`config.mk`:
```
export PLATFORM = sky130hd
export DESIGN_NAME = ped_dispatcher
export DESIGN_NICKNAME = d
export VERILOG_FILES = /design/src/ped_dispatcher.v
export VERILOG_INCLUDE_DIRS = /design/src /design/src/src
export SDC_FILE = /design/constraint.sdc
export NUM_CORES = 1
export LEC_CHECK = 0
export BUFFER_PORTS_ARGS = -buffer_cell sky130_fd_sc_hd__buf_4
export CORE_MARGIN = 2
export CORE_UTILIZATION = 40
export DETAILED_ROUTE_END_ITERATION = 8
export GPL_ROUTABILITY_DRIVEN = 0
export PLACE_DENSITY = 0.67
export SETUP_SLACK_MARGIN = 0.3
export SLEW_MARGIN = 20
export SYNTH_ARGS = -nofsm -noshare
export SYNTH_HDL_FRONTEND = slang
export SYNTH_SLANG_ARGS = --single-unit
export TNS_END_PERCENT = 50
```
`constraint.sdc`:
```
create_clock -name clk -period 2.55 [get_ports clk]
set_clock_uncertainty 0.05 [all_clocks]
set_input_delay 0.1275 -clock clk [delete_from_list [all_inputs] [get_ports clk]]
set_output_delay 0.1275 -clock clk [all_outputs]
set_load 0.02 [all_outputs]
```
`src/ped_consts.vh`:
```
// event numbers, group codes and rank boundaries of the event dispatcher
`ifndef PED_CONSTS_VH
`define PED_CONSTS_VH

// ------------------------------------------------------------
// sizes
// ------------------------------------------------------------
`define PED_NUM_EVT 34
`define PED_EVT_W 6
`define PED_LVL_W 5
`define PED_NUM_IN 4

// ------------------------------------------------------------
// priority groups
// ------------------------------------------------------------
`define PED_GRP_COMM 2'h0
`define PED_GRP_DISC 2'h1
`define PED_GRP_TIMED 2'h2

// ------------------------------------------------------------
// rank boundaries (rank 0 is serviced first)
// ------------------------------------------------------------
`define PED_RANK_DISC_FIRST 6
`define PED_RANK_TIMED_FIRST 30
`define PED_COMM_PER_LEVEL 3

// ------------------------------------------------------------
// event numbers
// ------------------------------------------------------------
`define PED_EV_IN0_RISE 6'h00
`define PED_EV_IN0_FALL 6'h01
`define PED_EV_IN1_RISE 6'h02
`define PED_EV_IN1_FALL 6'h03
`define PED_EV_IN2_RISE 6'h04
`define PED_EV_IN2_FALL 6'h05
`define PED_EV_IN3_RISE 6'h06
`define PED_EV_IN3_FALL 6'h07
`define PED_EV_S0_RX_CHAR 6'h08
`define PED_EV_S0_TX_DONE 6'h09
`define PED_EV_PERIODIC0 6'h0A
`define PED_EV_PERIODIC1 6'h0B
`define PED_EV_FC0_MATCH 6'h0C
`define PED_EV_FC1_MATCH 6'h0D
`define PED_EV_FC1_DIR 6'h0E
`define PED_EV_FC1_RST 6'h0F
`define PED_EV_FC2_MATCH 6'h10
`define PED_EV_FC2_DIR 6'h11
`define PED_EV_FC2_RST 6'h12
`define PED_EV_PT0_DONE 6'h13
`define PED_EV_PT1_DONE 6'h14
`define PED_EV_TMR_A 6'h15
`define PED_EV_TMR_B 6'h16
`define PED_EV_S0_RX_MSG 6'h17
`define PED_EV_S1_RX_MSG 6'h18
`define PED_EV_S1_RX_CHAR 6'h19
`define PED_EV_S1_TX_DONE 6'h1A
`define PED_EV_FC0_DIR 6'h1B
`define PED_EV_FC0_RST 6'h1C
`define PED_EV_FC4_MATCH 6'h1D
`define PED_EV_FC4_DIR 6'h1E
`define PED_EV_FC4_RST 6'h1F
`define PED_EV_FC3_MATCH 6'h20
`define PED_EV_FC5_MATCH 6'h21

`endif

```
`src/ped_dispatcher.v`:
```
// prioritized event dispatcher: latches peripheral events and offers the next one to service
`default_nettype none
`include "ped_consts.vh"

module ped_dispatcher #(
  parameter NUM_EVT = `PED_NUM_EVT,
  parameter EVT_W = `PED_EVT_W,
  parameter LVL_W = `PED_LVL_W,
  parameter NUM_IN = `PED_NUM_IN
) (
  // clock and reset
  input wire clk,
  input wire arst_n,
  // control from the execution engine
  input wire global_enable,
  input wire [NUM_EVT-1:0] evt_enable,
  input wire svc_take,
  // serial port zero
  input wire s0_rx_char,
  input wire s0_tx_done,
  input wire s0_rx_msg,
  // serial port one
  input wire s1_rx_msg,
  input wire s1_rx_char,
  input wire s1_tx_done,
  // pulse train outputs
  input wire pulse_train_output_zero_done,
  input wire pulse_train_output_one_done,
  // input bits, edges detected here
  input wire [NUM_IN-1:0] input_bits,
  // fast counter zero
  input wire fast_counter_zero_match,
  input wire fast_counter_zero_dir_chg,
  input wire fast_counter_zero_ext_rst,
  // fast counter one
  input wire fast_counter_one_match,
  input wire fast_counter_one_dir_chg,
  input wire fast_counter_one_ext_rst,
  // fast counter two
  input wire fast_counter_two_match,
  input wire fast_counter_two_dir_chg,
  input wire fast_counter_two_ext_rst,
  // fast counters three to five
  input wire fast_counter_three_match,
  input wire fast_counter_four_match,
  input wire fast_counter_four_dir_chg,
  input wire fast_counter_four_ext_rst,
  input wire fast_counter_five_match,
  // timed sources
  input wire periodic_zero,
  input wire periodic_one,
  input wire fast_delay_timer_a_expired,
  input wire fast_delay_timer_b_expired,
  // offer to the execution engine
  output reg svc_valid,
  output reg [EVT_W-1:0] svc_event,
  output reg [1:0] svc_group,
  output reg [LVL_W-1:0] svc_level,
  output reg [NUM_EVT-1:0] pending,
  output reg evt_lost
);

  // ------------------------------------------------------------
  // fixed service order: rank index to event number
  // ------------------------------------------------------------
  function [EVT_W-1:0] rank_evt;
    input integer r;
    begin
      case (r)
        0: rank_evt = `PED_EV_S0_RX_CHAR;
        1: rank_evt = `PED_EV_S0_TX_DONE;
        2: rank_evt = `PED_EV_S0_RX_MSG;
        3: rank_evt = `PED_EV_S1_RX_MSG;
        4: rank_evt = `PED_EV_S1_RX_CHAR;
        5: rank_evt = `PED_EV_S1_TX_DONE;
        6: rank_evt = `PED_EV_PT0_DONE;
        7: rank_evt = `PED_EV_PT1_DONE;
        8: rank_evt = `PED_EV_IN0_RISE;
        9: rank_evt = `PED_EV_IN1_RISE;
        10: rank_evt = `PED_EV_IN2_RISE;
        11: rank_evt = `PED_EV_IN3_RISE;
        12: rank_evt = `PED_EV_IN0_FALL;
        13: rank_evt = `PED_EV_IN1_FALL;
        14: rank_evt = `PED_EV_IN2_FALL;
        15: rank_evt = `PED_EV_IN3_FALL;
        16: rank_evt = `PED_EV_FC0_MATCH;
        17: rank_evt = `PED_EV_FC0_DIR;
        18: rank_evt = `PED_EV_FC0_RST;
        19: rank_evt = `PED_EV_FC1_MATCH;
        20: rank_evt = `PED_EV_FC1_DIR;
        21: rank_evt = `PED_EV_FC1_RST;
        22: rank_evt = `PED_EV_FC2_MATCH;
        23: rank_evt = `PED_EV_FC2_DIR;
        24: rank_evt = `PED_EV_FC2_RST;
        25: rank_evt = `PED_EV_FC3_MATCH;
        26: rank_evt = `PED_EV_FC4_MATCH;
        27: rank_evt = `PED_EV_FC4_DIR;
        28: rank_evt = `PED_EV_FC4_RST;
        29: rank_evt = `PED_EV_FC5_MATCH;
        30: rank_evt = `PED_EV_PERIODIC0;
        31: rank_evt = `PED_EV_PERIODIC1;
        32: rank_evt = `PED_EV_TMR_A;
        33: rank_evt = `PED_EV_TMR_B;
        default: rank_evt = `PED_EV_IN0_RISE;
      endcase
    end
  endfunction

  // ------------------------------------------------------------
  // group and in-group level of each rank
  // ------------------------------------------------------------
  // spelled out per rank rather than derived from it, so a change
  // to the order cannot silently shift a level
  function [LVL_W+1:0] rank_code;
    input integer r;
    begin
      case (r)
        0: rank_code = {`PED_GRP_COMM, 5'h00};
        1: rank_code = {`PED_GRP_COMM, 5'h00};
        2: rank_code = {`PED_GRP_COMM, 5'h00};
        3: rank_code = {`PED_GRP_COMM, 5'h01};
        4: rank_code = {`PED_GRP_COMM, 5'h01};
        5: rank_code = {`PED_GRP_COMM, 5'h01};
        6: rank_code = {`PED_GRP_DISC, 5'h00};
        7: rank_code = {`PED_GRP_DISC, 5'h01};
        8: rank_code = {`PED_GRP_DISC, 5'h02};
        9: rank_code = {`PED_GRP_DISC, 5'h03};
        10: rank_code = {`PED_GRP_DISC, 5'h04};
        11: rank_code = {`PED_GRP_DISC, 5'h05};
        12: rank_code = {`PED_GRP_DISC, 5'h06};
        13: rank_code = {`PED_GRP_DISC, 5'h07};
        14: rank_code = {`PED_GRP_DISC, 5'h08};
        15: rank_code = {`PED_GRP_DISC, 5'h09};
        16: rank_code = {`PED_GRP_DISC, 5'h0A};
        17: rank_code = {`PED_GRP_DISC, 5'h0B};
        18: rank_code = {`PED_GRP_DISC, 5'h0C};
        19: rank_code = {`PED_GRP_DISC, 5'h0D};
        20: rank_code = {`PED_GRP_DISC, 5'h0E};
        21: rank_code = {`PED_GRP_DISC, 5'h0F};
        22: rank_code = {`PED_GRP_DISC, 5'h10};
        23: rank_code = {`PED_GRP_DISC, 5'h11};
        24: rank_code = {`PED_GRP_DISC, 5'h12};
        25: rank_code = {`PED_GRP_DISC, 5'h13};
        26: rank_code = {`PED_GRP_DISC, 5'h14};
        27: rank_code = {`PED_GRP_DISC, 5'h15};
        28: rank_code = {`PED_GRP_DISC, 5'h16};
        29: rank_code = {`PED_GRP_DISC, 5'h17};
        30: rank_code = {`PED_GRP_TIMED, 5'h00};
        31: rank_code = {`PED_GRP_TIMED, 5'h01};
        32: rank_code = {`PED_GRP_TIMED, 5'h02};
        33: rank_code = {`PED_GRP_TIMED, 5'h03};
        default: rank_code = {`PED_GRP_COMM, 5'h00};
      endcase
    end
  endfunction

  // ------------------------------------------------------------
  // input edge detection
  // ------------------------------------------------------------
  // no edge is reported until one sample has been taken, so a pin
  // already high at reset release does not fake a rising edge
  reg [NUM_IN-1:0] in_prev_reg;
  reg in_primed_reg;
  wire [NUM_IN-1:0] in_rise;
  wire [NUM_IN-1:0] in_fall;

  always @(posedge clk or negedge arst_n) begin
    if (!arst_n) begin
      in_prev_reg <= {NUM_IN{1'b0}};
      in_primed_reg <= 1'b0;
    end else begin
      in_prev_reg <= input_bits;
      in_primed_reg <= 1'b1;
    end
  end

  assign in_rise = {NUM_IN{in_primed_reg}} & input_bits & ~in_prev_reg;
  assign in_fall = {NUM_IN{in_primed_reg}} & ~input_bits & in_prev_reg;

  // ------------------------------------------------------------
  // raw event vector, indexed by event number
  // ------------------------------------------------------------
  reg [NUM_EVT-1:0] raw_evt;

  always @* begin
    raw_evt = {NUM_EVT{1'b0}};
    raw_evt[`PED_EV_IN0_RISE] = in_rise[0];
    raw_evt[`PED_EV_IN0_FALL] = in_fall[0];
    raw_evt[`PED_EV_IN1_RISE] = in_rise[1];
    raw_evt[`PED_EV_IN1_FALL] = in_fall[1];
    raw_evt[`PED_EV_IN2_RISE] = in_rise[2];
    raw_evt[`PED_EV_IN2_FALL] = in_fall[2];
    raw_evt[`PED_EV_IN3_RISE] = in_rise[3];
    raw_evt[`PED_EV_IN3_FALL] = in_fall[3];
    raw_evt[`PED_EV_S0_RX_CHAR] = s0_rx_char;
    raw_evt[`PED_EV_S0_TX_DONE] = s0_tx_done;
    raw_evt[`PED_EV_S0_RX_MSG] = s0_rx_msg;
    raw_evt[`PED_EV_S1_RX_MSG] = s1_rx_msg;
    raw_evt[`PED_EV_S1_RX_CHAR] = s1_rx_char;
    raw_evt[`PED_EV_S1_TX_DONE] = s1_tx_done;
    raw_evt[`PED_EV_PT0_DONE] = pulse_train_output_zero_done;
    raw_evt[`PED_EV_PT1_DONE] = pulse_train_output_one_done;
    raw_evt[`PED_EV_FC0_MATCH] = fast_counter_zero_match;
    raw_evt[`PED_EV_FC0_DIR] = fast_counter_zero_dir_chg;
    raw_evt[`PED_EV_FC0_RST] = fast_counter_zero_ext_rst;
    raw_evt[`PED_EV_FC1_MATCH] = fast_counter_one_match;
    raw_evt[`PED_EV_FC1_DIR] = fast_counter_one_dir_chg;
    raw_evt[`PED_EV_FC1_RST] = fast_counter_one_ext_rst;
    raw_evt[`PED_EV_FC2_MATCH] = fast_counter_two_match;
    raw_evt[`PED_EV_FC2_DIR] = fast_counter_two_dir_chg;
    raw_evt[`PED_EV_FC2_RST] = fast_counter_two_ext_rst;
    raw_evt[`PED_EV_FC3_MATCH] = fast_counter_three_match;
    raw_evt[`PED_EV_FC4_MATCH] = fast_counter_four_match;
    raw_evt[`PED_EV_FC4_DIR] = fast_counter_four_dir_chg;
    raw_evt[`PED_EV_FC4_RST] = fast_counter_four_ext_rst;
    raw_evt[`PED_EV_FC5_MATCH] = fast_counter_five_match;
    raw_evt[`PED_EV_PERIODIC0] = periodic_zero;
    raw_evt[`PED_EV_PERIODIC1] = periodic_one;
    raw_evt[`PED_EV_TMR_A] = fast_delay_timer_a_expired;
    raw_evt[`PED_EV_TMR_B] = fast_delay_timer_b_expired;
  end

  // ------------------------------------------------------------
  // pending flags
  // ------------------------------------------------------------
  // events not enabled are dropped, not queued; a pending event
  // that fires again outside its take cycle is counted once and flagged as lost
  wire [NUM_EVT-1:0] set_evt;
  wire take_now;
  reg [NUM_EVT-1:0] clr_evt;
  reg [NUM_EVT-1:0] pending_next;
  wire lost_next;

  assign set_evt = raw_evt & evt_enable;
  assign take_now = svc_valid & svc_take;

  always @* begin
    clr_evt = {NUM_EVT{1'b0}};
    if (take_now) begin
      clr_evt[svc_event] = 1'b1;
    end
    // a new arrival wins over the clear of the same flag
    pending_next = (pending & ~clr_evt) | set_evt;
  end

  assign lost_next = |(set_evt & pending & ~clr_evt);

  // ------------------------------------------------------------
  // rank scan over pending flags
  // ------------------------------------------------------------
  // scanning from the last rank down to rank 0 lets rank 0
  // overwrite; the chain is long but one cycle at 40 ns is ample
  integer i;
  reg sel_hit;
  reg [EVT_W-1:0] sel_evt;
  reg [1:0] sel_grp;
  reg [LVL_W-1:0] sel_lvl;

  always @* begin
    sel_hit = 1'b0;
    sel_evt = {EVT_W{1'b0}};
    sel_grp = `PED_GRP_COMM;
    sel_lvl = {LVL_W{1'b0}};
    for (i = NUM_EVT - 1; i >= 0; i = i - 1) begin
      if (pending[rank_evt(i)]) begin
        sel_hit = 1'b1;
        sel_evt = rank_evt(i);
        {sel_grp, sel_lvl} = rank_code(i);
      end
    end
  end

  // ------------------------------------------------------------
  // offer register
  // ------------------------------------------------------------
  // the offer holds steady until taken; a higher event arriving
  // meanwhile waits, which keeps the engine's view consistent
  always @(posedge clk or negedge arst_n) begin
    if (!arst_n) begin
      pending <= {NUM_EVT{1'b0}};
      evt_lost <= 1'b0;
      svc_valid <= 1'b0;
      svc_event <= {EVT_W{1'b0}};
      svc_group <= 2'h0;
      svc_level <= {LVL_W{1'b0}};
    end else begin
      pending <= pending_next;
      evt_lost <= lost_next;
      if (take_now) begin
        svc_valid <= 1'b0;
      end else if (!svc_valid && global_enable && sel_hit) begin
        svc_valid <= 1'b1;
        svc_event <= sel_evt;
        svc_group <= sel_grp;
        svc_level <= sel_lvl;
      end
    end
  end

endmodule

`default_nettype wire

```
==> impl_metrics.env <==
export IMPL_pwr_density_cell_nw_per_um2=470
export IMPL_crit_chain="buf_4 > nand2_1 > or3_4 > o2111ai_1 > o2111ai_1 > nor4_2 > nand4_1"
export IMPL_first_global_vias=3731
export IMPL_postSynth_asyncResetShare_pct=100
export IMPL_avg_wl_per_cell_um=18.2
export IMPL_start_util_pct=40.7
export IMPL_synth_ff_latch_count=54
export IMPL_placed_cell_area_um2=4300
export IMPL_endpoint_kind_of_the_worst_setup_timing_path="flop"
export IMPL_timing_rr_start="svc_event[1]"
export IMPL_seq_area_frac_synth_pct=43.4
export IMPL_slowest_library_cell_on_the_worst_path="dfrtp_2"
export IMPL_drtIter0Drc=324
export IMPL_yosysMostFrequentCell="nand2_1"
export IMPL_fp_dieH_um=92.2
export IMPL_detail_route_drc_violations=0
export IMPL_number_of_antenna_violations_at_the_first_check_in_global_routing=0
export IMPL_synth_lib_cells_used_distinct=50
export IMPL_final_setup_tns_ns=0
export IMPL_final_core_utilization_pct=65.4
export IMPL_grt_first_pass_wirelength_um=19200
export IMPL_insertedDiodeCount=0
export IMPL_final_nets=632
export IMPL_largest_register_ffs=34
export IMPL_area_growth_pct=60.7
export IMPL_path_class="flop to flop"
export IMPL_drive_gt1_share_pct=33.6
export IMPL_synth_top_area_share_pct=43.4
export IMPL_biggestRegsByFlops="pending: 34 flops, svc_event: 6 flops, svc_level: 5 flops"
export IMPL_placement_rows=32
export IMPL_port_buffer_count=116
export IMPL_crit_start="svc_event[1]"
export IMPL_critical_path_max_stage_delay_ns=0.44
export IMPL_hold_path_depth=3
export IMPL_worst_setup_hold_path_clk_slew_ns=0.10
export IMPL_numCtsBuffers=5
export IMPL_pre_cts_ws_ns=0.0531
export IMPL_htreeDepth=2
export IMPL_finalWorstPathRequiredPeriod_ns=2.24
export IMPL_dp_hpwl_um=8820
export IMPL_report_final_hold_viol_count=0
export IMPL_yosys_area_top_type="dfrtp_1"
export IMPL_timing_max_transition_violations_final=0
export IMPL_synth_enable_flop_cells=0
export IMPL_pin_count_of_the_biggest_net_entering_global_routing=55
export IMPL_post_synth_inst_count=369
export IMPL_min_path_type="input pin to flop"
export IMPL_netlist_top_cells_count="nand2_1 (75), dfrtp_1 (54), o21ai_0 (41)"
export IMPL_route_vias_total=3810
export IMPL_worst_r2r_setup_slack_ns=0.31
export IMPL_timing_critical_path_mode_cell="o2111ai_1"
export IMPL_global_route_usage_total_pct=29.1
export IMPL_drtAntennaViolNets=0
export IMPL_num_io_pins=117
export IMPL_n_fill_cell=656
export IMPL_setup_viol_count_final=0
export IMPL_timing_final_crit_share_pct=88.0
export IMPL_synth_net_count=437
export IMPL_layout_cell_area_non_filler_um2=5000
export IMPL_post_drt_via_cell_ratio=5.71
export IMPL_grt_setup_unrepaired="yes"
export IMPL_peak_fanout_along_the_critical_path=9
export IMPL_insertion_delay_ns=0.32
export IMPL_yosys_top_cells_area="dfrtp_1 (43%), nand2_1 (9.0%), o21ai_0 (6.6%)"
export IMPL_cpLargestDelayFamily="simple AND/OR/NAND/NOR gates"
export IMPL_min_setup_slack_post_route_ns=0.306
export IMPL_clock_sink_count=54
export IMPL_run_status="completed"
export IMPL_mappedNetlistArea_um2=3110
export IMPL_timing_rr_end="evt_lost"
export IMPL_cts_root_buffer="clkbuf_8"
export IMPL_max_slew_worst_pin_slew_ns=0.700
export IMPL_max_slew_margin_rel_pct=53.3
export IMPL_drt_pre_antenna_iters=5
export IMPL_floorplan_core_area_um2=7650
export IMPL_cellLeakagePower_uw=0.00201
export IMPL_crit_arrival_ns=2.38
export IMPL_type_of_origin_of_the_critical_path="flop"
export IMPL_primary_ff_master_synth="dfrtp_1"
export IMPL_vdd_ir_drop_max_mv=0.273
export IMPL_worst_r2r_path_depth=7
export IMPL_beginning_of_the_worst_hold_path="s1_tx_done"
export IMPL_average_footprint_of_a_synthesized_cell_um2=8.44
export IMPL_max_clk_rate_ghz=0.446
export IMPL_tritoncts_clock_tree="done"
export IMPL_cp_data_required_time_ns=2.69
export IMPL_routed_wire_length_um=12100
export IMPL_top_register="pending"
export IMPL_worst_hold_path_endpoint="pending[26]"
export IMPL_critPathBufInv=1
export IMPL_clockBufferDepth=2
export IMPL_yosys_warnings=0
export IMPL_cap_viol_max_count=0
export IMPL_dieArea_um2=8510
export IMPL_dieWidth_um=92.2
export IMPL_globalRouteOverflowTotal=0
==> layout by cell type (no fill, tap or decap), types with 9 or more instances in the layout <==
| master | Yosys | routed |
|---|---|---|
| dlygate4sd3_1 | 0 | 47 |
| o21ai_0 | 41 | 36 |
| o31ai_1 | 10 | 9 |
| o22ai_1 | 11 | 11 |
| nand4b_1 | 12 | 12 |
| nor2_1 | 28 | 28 |
| nand2b_1 | 9 | 9 |
| dfrtp_1 | 54 | 51 |
| nand2_1 | 75 | 75 |
| a21oi_1 | 13 | 13 |
| buf_4 | 0 | 150 |
| nor3_1 | 10 | 10 |
| or2_2 | 10 | 10 |
==> layout make-up <==
cell class	count	area [um2]	share of cell area (%)
sequential	54	1360	27.1
inverter	6	22.5	0.450
clock buffer	5	68.8	1.38
clock inverter	3	68.8	1.38
tap	102	128	2.55
timing repair buffer	198	1610	32.1
multi-input combinational	299	1750	35.0
==> per-layer routing <==
layer  global-route usage, %  up-vias  part of all wire (%)  routed length (um)
met5                       0        -                     0                   0
met4                    10.7        0                   2.7                 328
met3                    6.24       36                   8.2                 994
met2                    47.4      224                    48                5880
met1                    38.1     1781                    41                4940
li1                        -     1769                     -                   -
==> worst reg2reg max path, stage by stage (launching register included) <==
cell and delay, ns:
dfrtp_2 0.44, buf_4 0.22, nand2_1 0.17, or3_4 0.41
o2111ai_1 0.28, o2111ai_1 0.20, nor4_2 0.24, nand4_1 0.12
==> cell families (layout without fill, tap and decap cells) <==
family	Yosys count	count (layout)	synth area share, %
multiplexers	1	1	0.362
flip-flops	54	54	43.4
AO/OA/AOI/OAI	107	108	21.6
AND/OR/NAND/NOR	189	189	32.1
buffers and inverters	17	212	2.45
other	1	1	0.120
==> repair_timing <==
item,4_1_cts,5_1_grt
gates resized for setup,11,8
setup buffers,0,4
gates cloned,1,0
pin swaps,2,2
endpoints found under the setup margin,14,12
hold endpoints to repair,80,0
hold buffers,47,0
==> worst max path at each step <==
stage | end | slack (ns) | cells after the start
floorplan | svc_event[0] | 0.33 | 7
global placement | evt_lost | 0.12 | 7
detailed placement | evt_lost | 0.05 | 7
CTS | evt_lost | 0.30 | 7
global route | evt_lost | 0.23 | 7
finish | evt_lost | 0.31 | 7
==> report_power, final <==
| part | total (uW) | switching, uW | internal, uW |
|---|---|---|---|
| Clock | 698 | 304 | 394 |
| Sequential | 1000 | 92.6 | 912 |
| Combinational | 650 | 344 | 306 |
==> per-stage QoR <==
step / cells / total power [uW] / hold WS [ns]
final: 667 / 2350 / 0.00760
after global routing: 667 / 2450 / 0.00418
after CTS: 663 / 2340 / 0.00214
after detailed placement: 607 / 1570 / 0.170
after global placement: 607 / 1570 / 0.170
after floorplan: 369 / 1250 / -0.218
Power figures use the tool's default switching activity.
